## src/core/bfb_pkg.sv

```systemverilog
// constants for the backlight fade and bank control block
package bfb_pkg;
   // register access widths
   localparam int ADDR_W = 8;
   localparam int DATA_W = 6;
   localparam int LVL_W  = 5;
   localparam int SINKS  = 6;
   localparam int BANK_W = 3;
   localparam int RATE_W = 2;
   localparam int MS_W   = 6;

   // register offsets
   localparam logic [ADDR_W-1:0] ADDR_MAIN_LEVEL = 8'h01;
   localparam logic [ADDR_W-1:0] ADDR_SUB_LEVEL  = 8'h02;
   localparam logic [ADDR_W-1:0] ADDR_FADE_CTRL  = 8'h09;
   localparam logic [ADDR_W-1:0] ADDR_BANK_SEL   = 8'h0a;
   localparam logic [ADDR_W-1:0] ADDR_STATUS     = 8'h0b;
   localparam logic [ADDR_W-1:0] ADDR_MAIN_NOW   = 8'h0c;
   localparam logic [ADDR_W-1:0] ADDR_SUB_NOW    = 8'h0d;

   // fade control fields
   localparam int FC_MAIN_EN   = 0;
   localparam int FC_MAIN_RATE = 1;
   localparam int FC_SUB_EN    = 3;
   localparam int FC_SUB_RATE  = 4;

   // status fields
   localparam int ST_MAIN_BUSY = 0;
   localparam int ST_SUB_BUSY  = 1;

   // reset values
   localparam logic [DATA_W-1:0] FADE_CTRL_RST  = 6'h00;
   localparam logic [BANK_W-1:0] BANK_SEL_RST   = 3'h6;
   localparam logic [LVL_W-1:0]  LEVEL_RST      = 5'h00;

   // step intervals in ms per rate code
   localparam logic [MS_W-1:0] RATE_MS_0 = 6'h20;
   localparam logic [MS_W-1:0] RATE_MS_1 = 6'h18;
   localparam logic [MS_W-1:0] RATE_MS_2 = 6'h10;
   localparam logic [MS_W-1:0] RATE_MS_3 = 6'h08;

   // millisecond time base
   localparam int CLK_PERIOD_NS = 10;
   localparam int TICK_NS       = 1000000;
   localparam int TICK_CYCLES   = TICK_NS / CLK_PERIOD_NS;
   localparam int TICK_CNT_W    = 17;
endpackage : bfb_pkg

```

## src/core/bfb_fade_ramp.sv

```systemverilog
// one bank's level ramp toward its written target
`timescale 1ns/1ns
`default_nettype none
module bfb_fade_ramp (
   input  wire logic                       i_clk_sys,
   input  wire logic                       i_rst_b,
   input  wire logic                       i_tick,
   input  wire logic                       i_enable,
   input  wire logic [bfb_pkg::RATE_W-1:0] i_rate,
   input  wire logic [bfb_pkg::LVL_W-1:0]  i_target,
   output logic      [bfb_pkg::LVL_W-1:0]  o_level,
   output logic                            o_busy
);
   logic [bfb_pkg::MS_W-1:0] ms_reg;
   logic [bfb_pkg::MS_W-1:0] interval;
   logic [bfb_pkg::MS_W-1:0] ms_next;

   // interval follows the live rate field, so a mid-fade change steers the next step
   always_comb begin
      unique case (i_rate)
         2'h0: interval = bfb_pkg::RATE_MS_0;
         2'h1: interval = bfb_pkg::RATE_MS_1;
         2'h2: interval = bfb_pkg::RATE_MS_2;
         2'h3: interval = bfb_pkg::RATE_MS_3;
      endcase
   end

   assign ms_next = ms_reg + 1'b1;
   assign o_busy  = i_enable && (o_level != i_target);

   always_ff @(posedge i_clk_sys or negedge i_rst_b) begin
      if (!i_rst_b) begin
         o_level <= bfb_pkg::LEVEL_RST;
         ms_reg  <= '0;
      end else if (!i_enable) begin
         // disabled or cancelled: applied code jumps straight to the stored one
         o_level <= i_target;
         ms_reg  <= '0;
      end else if (o_level == i_target) begin
         ms_reg  <= '0;
      end else if (i_tick) begin
         // >= lets a shortened rate take effect without waiting a wrap
         if (ms_next >= interval) begin
            ms_reg <= '0;
            if (o_level < i_target) begin
               o_level <= o_level + 1'b1;
            end else begin
               o_level <= o_level - 1'b1;
            end
         end else begin
            ms_reg <= ms_next;
         end
      end
   end
endmodule : bfb_fade_ramp
`default_nettype wire

```

## src/core/bfb_ms_tick.sv

```systemverilog
// free-running millisecond tick generator
`timescale 1ns/1ns
`default_nettype none
module bfb_ms_tick #(
   parameter int P_TICK_CYCLES = bfb_pkg::TICK_CYCLES
) (
   input  wire logic i_clk_sys,
   input  wire logic i_rst_b,
   output logic      o_tick
);
   logic [bfb_pkg::TICK_CNT_W-1:0] cnt_reg;
   logic                           wrap;

   assign wrap = (cnt_reg == bfb_pkg::TICK_CNT_W'(P_TICK_CYCLES - 1));

   always_ff @(posedge i_clk_sys or negedge i_rst_b) begin
      if (!i_rst_b) begin
         cnt_reg <= '0;
         o_tick  <= 1'b0;
      end else begin
         cnt_reg <= wrap ? '0 : cnt_reg + 1'b1;
         o_tick  <= wrap;
      end
   end
endmodule : bfb_ms_tick
`default_nettype wire

```

## src/core/bfb_top.sv

```systemverilog
// register file, bank ramps and sink assignment for the backlight block
`timescale 1ns/1ns
`default_nettype none
// Operation
// - main rate code picks 32/24/16/8 ms
// - sub rate code picks 32/24/16/8 ms
// - main fades only while main enable set
// - sub fades only while sub enable set
// - main step count equals code difference
// - sub step count equals code difference
// - enabled main ramps one step per interval
// - enabled sub ramps one step per interval
// - clearing main enable applies stored code
// - clearing sub enable applies stored code
// - main disabled means level applies instantly
// - sub disabled means level applies instantly
// - main rate change honoured mid-fade
// - sub rate change honoured mid-fade
// - bank code sets sinks main; 6,7 all
// - unassigned sinks follow sub bank
// - bank register upper bits read zero
// - sub level is five bits at 02h
module bfb_top #(
   parameter int P_TICK_CYCLES = bfb_pkg::TICK_CYCLES
) (
   input  wire logic                       i_clk_sys,
   input  wire logic                       i_rst_b,
   input  wire logic                       i_wr_stb,
   input  wire logic [bfb_pkg::ADDR_W-1:0] i_wr_addr,
   input  wire logic [bfb_pkg::DATA_W-1:0] i_wr_data,
   input  wire logic [bfb_pkg::ADDR_W-1:0] i_rd_addr,
   output logic      [bfb_pkg::DATA_W-1:0] o_rd_data,
   output logic      [bfb_pkg::LVL_W-1:0]  o_sink_code_1,
   output logic      [bfb_pkg::LVL_W-1:0]  o_sink_code_2,
   output logic      [bfb_pkg::LVL_W-1:0]  o_sink_code_3,
   output logic      [bfb_pkg::LVL_W-1:0]  o_sink_code_4,
   output logic      [bfb_pkg::LVL_W-1:0]  o_sink_code_5,
   output logic      [bfb_pkg::LVL_W-1:0]  o_sink_code_6,
   output logic      [bfb_pkg::SINKS-1:0]  o_sink_main,
   output logic                            o_main_fading,
   output logic                            o_sub_fading
);
   // software-visible registers
   logic [bfb_pkg::LVL_W-1:0]  main_level_code_reg;
   logic [bfb_pkg::LVL_W-1:0]  sub_level_code_reg;
   logic [bfb_pkg::DATA_W-1:0] fade_control_reg;
   logic [bfb_pkg::BANK_W-1:0] bank_selection_reg;

   // decoded fade control fields
   logic                       main_ramp_enable;
   logic                       sub_ramp_enable;
   logic [bfb_pkg::RATE_W-1:0] main_rate;
   logic [bfb_pkg::RATE_W-1:0] sub_rate;

   // ramp outputs
   logic                       ms_tick;
   logic [bfb_pkg::LVL_W-1:0]  main_applied;
   logic [bfb_pkg::LVL_W-1:0]  sub_applied;
   logic                       main_busy;
   logic                       sub_busy;

   // sink mapping
   logic [bfb_pkg::SINKS-1:0]  sink_main_next;
   logic [bfb_pkg::LVL_W-1:0]  sink_code_reg [bfb_pkg::SINKS];
   logic [bfb_pkg::DATA_W-1:0] rd_data_next;

   // write decode
   logic wr_main_level;
   logic wr_sub_level;
   logic wr_fade_ctrl;
   logic wr_bank_sel;

   assign wr_main_level = i_wr_stb && (i_wr_addr == bfb_pkg::ADDR_MAIN_LEVEL);
   assign wr_sub_level  = i_wr_stb && (i_wr_addr == bfb_pkg::ADDR_SUB_LEVEL);
   assign wr_fade_ctrl  = i_wr_stb && (i_wr_addr == bfb_pkg::ADDR_FADE_CTRL);
   assign wr_bank_sel   = i_wr_stb && (i_wr_addr == bfb_pkg::ADDR_BANK_SEL);

   // level registers: the stored code is the target, the ramp owns the applied one
   always_ff @(posedge i_clk_sys or negedge i_rst_b) begin
      if (!i_rst_b) begin
         main_level_code_reg <= bfb_pkg::LEVEL_RST;
      end else if (wr_main_level) begin
         // a write mid-fade simply retargets; the host is expected not to do it
         main_level_code_reg <= i_wr_data[bfb_pkg::LVL_W-1:0];
      end
   end

   always_ff @(posedge i_clk_sys or negedge i_rst_b) begin
      if (!i_rst_b) begin
         sub_level_code_reg <= bfb_pkg::LEVEL_RST;
      end else if (wr_sub_level) begin
         // reserved codes 1..3 are stored as written; the analog side decides
         sub_level_code_reg <= i_wr_data[bfb_pkg::LVL_W-1:0];
      end
   end

   // fade control register
   always_ff @(posedge i_clk_sys or negedge i_rst_b) begin
      if (!i_rst_b) begin
         fade_control_reg <= bfb_pkg::FADE_CTRL_RST;
      end else if (wr_fade_ctrl) begin
         fade_control_reg <= i_wr_data;
      end
   end

   assign main_ramp_enable = fade_control_reg[bfb_pkg::FC_MAIN_EN];
   assign sub_ramp_enable  = fade_control_reg[bfb_pkg::FC_SUB_EN];
   assign main_rate = fade_control_reg[bfb_pkg::FC_MAIN_RATE +: bfb_pkg::RATE_W];
   assign sub_rate  = fade_control_reg[bfb_pkg::FC_SUB_RATE +: bfb_pkg::RATE_W];

   // bank selection register
   always_ff @(posedge i_clk_sys or negedge i_rst_b) begin
      if (!i_rst_b) begin
         bank_selection_reg <= bfb_pkg::BANK_SEL_RST;
      end else if (wr_bank_sel) begin
         // upper bits are not stored at all
         bank_selection_reg <= i_wr_data[bfb_pkg::BANK_W-1:0];
      end
   end

   // shared millisecond time base; one prescaler serves both banks
   bfb_ms_tick #(
      .P_TICK_CYCLES (P_TICK_CYCLES)
   ) u_ms_tick (
      .i_clk_sys (i_clk_sys),
      .i_rst_b   (i_rst_b),
      .o_tick    (ms_tick)
   );

   // per-bank ramps
   // main ramp: steps of one toward the target, live rate, cancel on enable clear
   bfb_fade_ramp u_main_ramp (
      .i_clk_sys (i_clk_sys),
      .i_rst_b   (i_rst_b),
      .i_tick    (ms_tick),
      .i_enable  (main_ramp_enable),
      .i_rate    (main_rate),
      .i_target  (main_level_code_reg),
      .o_level   (main_applied),
      .o_busy    (main_busy)
   );

   // sub ramp: same behaviour on the sub bank's own settings
   bfb_fade_ramp u_sub_ramp (
      .i_clk_sys (i_clk_sys),
      .i_rst_b   (i_rst_b),
      .i_tick    (ms_tick),
      .i_enable  (sub_ramp_enable),
      .i_rate    (sub_rate),
      .i_target  (sub_level_code_reg),
      .o_level   (sub_applied),
      .o_busy    (sub_busy)
   );

   // sink assignment: code n puts sinks 1..6-n on main, codes 6 and 7 put all
   always_comb begin
      sink_main_next = '0;
      for (int i = 0; i < bfb_pkg::SINKS; i++) begin
         if (bank_selection_reg >= bfb_pkg::BANK_W'(bfb_pkg::SINKS)) begin
            sink_main_next[i] = 1'b1;
         end else begin
            sink_main_next[i] = (i < (bfb_pkg::SINKS - int'(bank_selection_reg)));
         end
      end
   end

   always_ff @(posedge i_clk_sys or negedge i_rst_b) begin
      if (!i_rst_b) begin
         o_sink_main <= '1;
      end else begin
         o_sink_main <= sink_main_next;
      end
   end

   // each sink drives the applied code of the bank that owns it
   generate
      for (genvar g = 0; g < bfb_pkg::SINKS; g++) begin : g_sink
         always_ff @(posedge i_clk_sys or negedge i_rst_b) begin
            if (!i_rst_b) begin
               sink_code_reg[g] <= bfb_pkg::LEVEL_RST;
            end else if (sink_main_next[g]) begin
               sink_code_reg[g] <= main_applied;
            end else begin
               sink_code_reg[g] <= sub_applied;
            end
         end
      end
   endgenerate

   assign o_sink_code_1 = sink_code_reg[0];
   assign o_sink_code_2 = sink_code_reg[1];
   assign o_sink_code_3 = sink_code_reg[2];
   assign o_sink_code_4 = sink_code_reg[3];
   assign o_sink_code_5 = sink_code_reg[4];
   assign o_sink_code_6 = sink_code_reg[5];

   // fade status flags
   always_ff @(posedge i_clk_sys or negedge i_rst_b) begin
      if (!i_rst_b) begin
         o_main_fading <= 1'b0;
         o_sub_fading  <= 1'b0;
      end else begin
         o_main_fading <= main_busy;
         o_sub_fading  <= sub_busy;
      end
   end

   // read-back; unmapped offsets read zero, data lags the address by one cycle
   always_comb begin
      rd_data_next = '0;
      unique case (i_rd_addr)
         bfb_pkg::ADDR_MAIN_LEVEL: begin
            rd_data_next[bfb_pkg::LVL_W-1:0] = main_level_code_reg;
         end
         bfb_pkg::ADDR_SUB_LEVEL: begin
            rd_data_next[bfb_pkg::LVL_W-1:0] = sub_level_code_reg;
         end
         bfb_pkg::ADDR_FADE_CTRL: begin
            rd_data_next = fade_control_reg;
         end
         bfb_pkg::ADDR_BANK_SEL: begin
            rd_data_next[bfb_pkg::BANK_W-1:0] = bank_selection_reg;
         end
         bfb_pkg::ADDR_STATUS: begin
            rd_data_next[bfb_pkg::ST_MAIN_BUSY] = main_busy;
            rd_data_next[bfb_pkg::ST_SUB_BUSY]  = sub_busy;
         end
         bfb_pkg::ADDR_MAIN_NOW: begin
            rd_data_next[bfb_pkg::LVL_W-1:0] = main_applied;
         end
         bfb_pkg::ADDR_SUB_NOW: begin
            rd_data_next[bfb_pkg::LVL_W-1:0] = sub_applied;
         end
         default: begin
            rd_data_next = '0;
         end
      endcase
   end

   always_ff @(posedge i_clk_sys or negedge i_rst_b) begin
      if (!i_rst_b) begin
         o_rd_data <= '0;
      end else begin
         o_rd_data <= rd_data_next;
      end
   end
endmodule : bfb_top
`default_nettype wire
```

## config.mk

```make
export PLATFORM = sky130hd
export DESIGN_NAME = bfb_top
export DESIGN_NICKNAME = d
export VERILOG_FILES = /design/src/core/bfb_pkg.sv /design/src/core/bfb_fade_ramp.sv /design/src/core/bfb_ms_tick.sv /design/src/core/bfb_top.sv
export SDC_FILE = /design/constraint.sdc
export NUM_CORES = 1
export LEC_CHECK = 0
export BUFFER_PORTS_ARGS = -buffer_cell sky130_fd_sc_hd__buf_2
export CORE_MARGIN = 5
export CORE_UTILIZATION = 51
export DETAILED_ROUTE_END_ITERATION = 6
export PLACE_DENSITY = 0.81
export RECOVER_POWER = 100
export SETUP_SLACK_MARGIN = 0.15
export SLEW_MARGIN = 5
export SYNTH_ARGS = -nofsm -noshare
export SYNTH_HDL_FRONTEND = slang
export SYNTH_HIERARCHICAL = 1
export SYNTH_SLANG_ARGS = --single-unit
```

## constraint.sdc

```tcl
create_clock -name i_clk_sys -period 2.77 [get_ports i_clk_sys]
set_input_delay 0.554 -clock i_clk_sys [delete_from_list [all_inputs] [get_ports i_clk_sys]]
set_output_delay 0.554 -clock i_clk_sys [all_outputs]
set_load 0.01 [all_outputs]
```

Word level (Yosys, flattened, before mapping)
Cells that the tools add are included.
{"block": "classes", "addsub": 8, "magnitude_cmp": 11, "n_eq_ne": 30, "mux": 37, "n_reduce_logical": 10}
{"op": "$mux 5", "n": 16}
{"op": "$eq 8x4->1 const B", "n": 7}
{"op": "$mux 6", "n": 8}
{"op": "$pmux 6 s4", "n": 2}
{"op": "$add 17x1->17 const B", "n": 1}
{"op": "$eq 17x17->1 const B", "n": 1}
{"op": "$mux 17", "n": 1}
{"op": "$eq 8x1->1 const B", "n": 2}
{"op": "$eq 8x2->1 const B", "n": 2}
{"op": "$pmux 2 s7", "n": 1}
{"op": "$add 6x1->6 const B", "n": 2}
{"op": "$ge 6x6->1", "n": 2}
{"op": "$add 5x1->5 const B", "n": 2}
{"op": "$eq 5x5->1", "n": 2}
{"op": "$lt 5x5->1", "n": 2}
{"op": "$ne 5x5->1", "n": 2}
{"op": "$pmux 2 s5", "n": 1}
{"op": "$sub 5x1->5 const B", "n": 2}
{"op": "$eq 2x2->1 const B", "n": 4}
{"op": "$lt 3x4->1 const A", "n": 2}
{"op": "$lt 4x4->1 const A", "n": 2}
{"op": "$ne 2x1->1 const B", "n": 4}
{"op": "$mux 1", "n": 7}
{"op": "$logic_and 1x1->1", "n": 6}
{"op": "other kinds (10)", "n": 15}
{"block": "totals", "reg_bits": 103, "inputBits": 25, "out_inout_bits": 44, "wordCells": 116}

Logic depth before layout (Yosys ltp)
{"block": "logic_depth", "ltp_word": 7, "mapped_depth": 12, "ltp_nobuf": 12}

Cells and area by module
Netlist, hierarchy kept.
{"mod": "bfb_top", "n_inst": 1, "cells_per_inst": 181, "area_each_um2": 2661.3, "seq_area_each_um2": 1586.5}
{"mod": "bfb_fade_ramp", "n_inst": 2, "cells_per_inst": 107, "area_each_um2": 1007.2, "seq_area_each_um2": 275.3}
{"mod": "bfb_ms_tick", "n_inst": 1, "cells_per_inst": 75, "area_each_um2": 818.3, "seq_area_each_um2": 450.4}

Least setup slack after synthesis
No wires, ideal clock.
{"block": "synth_path", "kind": "reg2reg", "from": "register u_main_ramp/o_level[3] (netlist name)", "to": "register u_main_ramp/o_level[4] (netlist name)", "setup_time_ns": 0.126, "arrival_ns": 2.614, "required_time_ns": 2.644, "path_slack_ns": 0.030, "path_stages_with_launch": 11, "path_buffers": 0, "synth_period_minus_slack_ns": 2.740, "cell_sequence": "dfrtp_1 -> ha_1 -> a21o_1 -> a21oi_1 -> nand2_1 -> ha_1 -> nor2b_1 -> o21a_1 -> o211a_1 -> or2_2 -> a221o_1"}
{"block": "synth_between", "elab_chain_cells": 6, "elab_cells_between_ends": 11, "cone_classes": "2 x add/sub; 1 x order compare; 2 x eq/ne; 5 x mux; 1 x reduce/logical"}
{"item": "from (decl)", "line": "bfb_fade_ramp.sv:11", "text": "output logic [bfb_pkg::LVL_W-1:0] o_level,"}
{"item": "from (signal assigned)", "line": "bfb_fade_ramp.sv:33", "text": "o_level <= bfb_pkg::LEVEL_RST;"}
{"item": "from (signal assigned)", "line": "bfb_fade_ramp.sv:37", "text": "o_level <= i_target;"}
{"item": "from (signal assigned)", "line": "bfb_fade_ramp.sv:46", "text": "o_level <= o_level + 1'b1;"}
{"item": "$sub 5x1->5, or another cell as far along", "line": "bfb_fade_ramp.sv:48", "text": "o_level <= o_level - 1'b1;"}
{"item": "$mux 5", "line": "bfb_fade_ramp.sv:45", "text": "if (o_level < i_target) begin"}
{"item": "$mux 5", "line": "bfb_fade_ramp.sv:43", "text": "if (ms_next >= interval) begin"}
{"item": "$mux 5", "line": "bfb_fade_ramp.sv:41", "text": "end else if (i_tick) begin"}
{"item": "$mux 5", "line": "bfb_fade_ramp.sv:39", "text": "end else if (o_level == i_target) begin"}
{"item": "$mux 5", "line": "bfb_fade_ramp.sv:35", "text": "end else if (!i_enable) begin"}
Parallel ways exist; a longest one is shown, timed or not. The select of a mux whose other input is x is not followed.
A chain may end at the register's enable or synchronous reset.

Final worst setup path
{"block": "layout_path", "from": "register main_level_code_reg[3] (netlist name)", "to": "register u_main_ramp/o_level[4] (netlist name)"}
{"block": "layout_between", "elab_chain_cells": 6, "elab_cells_between_ends": 9, "cone_classes": "1 x order compare; 2 x eq/ne; 5 x mux; 1 x reduce/logical"}
{"item": "from (decl)", "line": "bfb_top.sv:44", "text": "logic [bfb_pkg::LVL_W-1:0] main_level_code_reg;"}
{"item": "from (signal assigned)", "line": "bfb_top.sv:81", "text": "main_level_code_reg <= bfb_pkg::LEVEL_RST;"}
{"item": "from (signal assigned)", "line": "bfb_top.sv:84", "text": "main_level_code_reg <= i_wr_data[bfb_pkg::LVL_W-1:0];"}
{"item": "$lt 5x5->1", "line": "bfb_fade_ramp.sv:45"}
{"item": "$mux 5", "line": "bfb_fade_ramp.sv:45"}
{"item": "$mux 5", "line": "bfb_fade_ramp.sv:43"}
{"item": "$mux 5", "line": "bfb_fade_ramp.sv:41"}
{"item": "$mux 5", "line": "bfb_fade_ramp.sv:39"}
{"item": "$mux 5", "line": "bfb_fade_ramp.sv:35"}
{"item": "to (signal assigned)", "line": "bfb_fade_ramp.sv:37"}
{"item": "to (signal assigned)", "line": "bfb_fade_ramp.sv:46"}
{"item": "to (signal assigned)", "line": "bfb_fade_ramp.sv:48"}
Parallel ways exist; a longest one is shown, timed or not. The select of a mux whose other input is x is not followed.

==> flow_summary.json <==
{
  "clk_pin_slew_worst_paths_ps": 110,
  "finalWorstSetupSlack_ps": 66.2,
  "ys_ff_latch": 103,
  "arrival_ps": 2970,
  "grt_max_degree": 63,
  "cp_top_family": "compound AO/OA/AOI/OAI gates",
  "critical_path.max_stage_delay_ps": 410,
  "detail_route.first_pass.iterations": 5,
  "die_height_um": 114,
  "fmaxAchievable_mhz": 370,
  "static-leakage-power_nw": 3.06,
  "ctsRootBufferMaster": "clkbuf_8",
  "setup_viol_count_final": 0,
  "post_synth_num_cell_types": 62,
  "crit_path_start": "main_level_code_reg[3]",
  "place.gp.congestion": 0.902,
  "worst_path_max_delay_cell": "dfrtp_1",
  "cts_max_path_buffers": 2,
  "flow.area_growth_from_synthesis_pct": 17.8,
  "initial_core_util_pct": 52.7,
  "io_buffer_count": 68,
  "critical-path-top-cell-by-count": "ha_4",
  "finish.net_count": 643,
  "final_hold_viol_count": 0,
  "timing.max_cap.violations": 0,
  "critical_path.reg2reg.startpoint": "main_level_code_reg[3]",
  "detailroute.via_count": 4060,
  "numPlacedInstances": 674,
  "hold_path.class": "input port to async pin",
  "placementRows": 37,
  "worst_ep_required_time_ps": 3030,
  "yosys_warnings": 6,
  "worstSetupEndpointType": "register",
  "power.ir.vdd_worst_mv": 0.344,
  "numClockSinks": 103,
  "run_status": "finished clean",
  "overflow": 0,
  "cts_hold_repair.buffers": 0,
  "critical_path.cell_chain": "inv_2 > ha_4 > a21o_1 > a21oi_4 > nand2_4 > ha_4 > nor2b_4 > o21a_1 > o211a_1 > or2_2 > a221o_1",
  "tightest_slew_ps": 1080,
  "drc_violations_left": 0,
  "critical_path_buf_inv_count": 1,
  "layout_worst_path_cycle_share_pct": 97.6,
  "maxSlewHeadroom_pct": 28.3,
  "post-place-ws_ps": -7.00,
  "ctsHtreeMaxLevel": 3,
  "drive_gt1_share_pct": 28.5,
  "pwr_density_cell_nw_per_um2": 500,
  "design.core.area_um2": 10400,
  "detail_route.iter0.violations": 307,
  "synth_ff_type": "dfrtp_1",
  "layout_min_cycle_time_ps": 2700,
  "timing_max_transition_violations_final": 0,
  "cts_buffers": 9,
  "floorplan.io_pins": 69,
  "cts_tree": "yes",
  "initial_antenna_violation_count": 1,
  "antenna_cells": 0,
  "final_area_um2": 6470,
  "drt-vias-per-instance": 5.63,
  "syn_avg_cell_area_um2": 11.7,
  "grtUsageTotal_pct": 19.6,
  "count_of_flip_flops_with_a_built_in_enable_after_synthesis": 0,
  "wl_per_cell_um": 17.8,
  "die_area_um2": 12900,
  "worst_clock_skew_ps": 11.1,
  "insertion_delay_ps": 370,
  "finish.cell_count_without_fillers": 721,
  "syn_nets": 533,
  "post_synth_inst_count": 470,
  "crit_path_class": "register to register",
  "final_util_pct": 62.1,
  "rsz0062_at_grt": "true",
  "drt_wl_total_um": 12800,
  "syn_area_um2": 5490,
  "hold_ws_ps": 361,
  "ant_nets": 0,
  "critical_path.startpoint_type": "register",
  "dp_hpwl_um": 8620,
  "first_global_vias": 4053,
  "cp_max_fo": 4,
  "grt_pass1_wl_um": 20000,
  "ys_async_sr_fraction_pct": 100,
  "place_area_um2": 6140,
  "fp.dieW_um": 114,
  "largest_register_ff_count": 17,
  "share_of_synthesized_area_occupied_by_flip_flops_and_latches_pct": 47.1
}
==> stage by stage <==
step | total power, mW | setup TNS, ps
finish | 3.24 | 0
global route | 3.39 | 0
CTS | 3.16 | 0
detailed placement | 2.22 | -7.00
global placement | 2.19 | 0
floorplan | 2.02 | 0
==> worst reg2reg max path: stages, from the launching register on <==
cell and delay [ps]:
dfrtp_1 410, inv_2 90, ha_4 210, a21o_1 190, a21oi_4 200, nand2_4 100, ha_4 240, nor2b_4 130
o21a_1 220, o211a_1 230, or2_2 270, a221o_1 310
==> routing by layer <==
layer / wire length (µm) / track usage, % / share of wire (%)
met3: 925 / 4.08 / 7.2
met2: 6260 / 32.7 / 49
met4: 306 / 8.31 / 2.4
met1: 5320 / 24.6 / 42
met5: 7 / 0 / 0.055
==> Yosys cell counts (3+ instances only) <==
| cell type | count | area share, % |
|---|---|---|
| inv_1 | 32 | 2.2 |
| and3_1 | 3 | 0.34 |
| a31oi_1 | 4 | 0.46 |
| or2b_1 | 4 | 0.55 |
| nor2_1 | 30 | 2.0 |
| o21a_1 | 4 | 0.55 |
| and2_1 | 3 | 0.34 |
| xnor2_1 | 19 | 3.0 |
| a22oi_1 | 3 | 0.41 |
| clkbuf_1 | 8 | 0.55 |
| nand3_1 | 13 | 1.2 |
| nor2b_1 | 8 | 0.91 |
| nand4_1 | 6 | 0.68 |
| nand3b_1 | 3 | 0.41 |
| mux2_4 | 10 | 2.7 |
| a21oi_1 | 9 | 0.82 |
| a221o_1 | 4 | 0.73 |
| dfstp_2 | 8 | 3.8 |
| dfrtp_1 | 95 | 43 |
| o221ai_1 | 4 | 0.64 |
| a22o_1 | 6 | 0.96 |
| mux2_2 | 37 | 7.6 |
| a21oi_2 | 5 | 0.80 |
| nand2_1 | 30 | 2.0 |
| xor2_1 | 7 | 1.1 |
| a21o_1 | 6 | 0.82 |
| mux2i_1 | 5 | 0.91 |
| o21ai_0 | 10 | 0.91 |
| ha_1 | 36 | 8.2 |
| nor3_1 | 7 | 0.64 |
==> final timing paths <==
path	endpoint	slack, ps	cells past startpoint
setup / recovery	u_main_ramp/o_level[4]	70	11
hold / removal	fade_control_reg[5]	360	1
setup reg to reg	u_main_ramp/o_level[4]	70	11
hold reg to reg	u_ms_tick/cnt_reg[0]	490	1
max in group asynchronous	o_sink_main[3]	1490	2
min in group i_clk_sys	fade_control_reg[5]	400	2
==> what timing repair did <==
action | in CTS | in global routing
pin swaps | 6 | 10
buffers inserted | 19 | 12
endpoints found under the setup margin | 2 | 2
resized for setup | 12 | 12
==> area by class of cell <==
class / count / area, µm²
Sequential cell: 103 / 2590
Tap cell: 136 / 170
Clock buffer: 9 / 124
Timing Repair Buffer: 111 / 602
Inverter: 32 / 120
Multi-Input combinational cell: 323 / 2810
Clock inverter: 7 / 55.1
Fill cell: 842 / 3940
==> cells in the final DEF (no fill, tap or decap), types with 12 or more instances in the layout <==
| cell | synthesis | final |
|---|---|---|
| dfrtp_1 | 95 | 90 |
| clkbuf_1 | 8 | 49 |
| buf_4 | 0 | 37 |
| mux2_2 | 37 | 32 |
| nor2_1 | 30 | 32 |
| ha_1 | 36 | 29 |
| nand2_1 | 30 | 28 |
| inv_1 | 32 | 27 |
| buf_2 | 2 | 23 |
| xnor2_1 | 19 | 20 |
| mux2_1 | 0 | 12 |
| nand3_1 | 13 | 12 |
==> kinds of logic after synthesis <==
group,after synthesis,share of synthesized area (%)
fa+ha+maj,38,8.93
simple gates,134,14.8
other cells,1,0.0683
compound gates,71,10.2
buf+inv,44,3.23
mux,52,11.2
flops,103,47.1
xor+xnor,27,4.44
==> report_power, final <==
group          total, mW  switching (mW)  leakage [nW]  internal (mW)
sequential          1.61          0.0381          1.38           1.57
combinational      0.735           0.378          1.59          0.357
clock              0.894           0.556        0.0919          0.338
No activity file was read; power rests on OpenSTA's default activity.
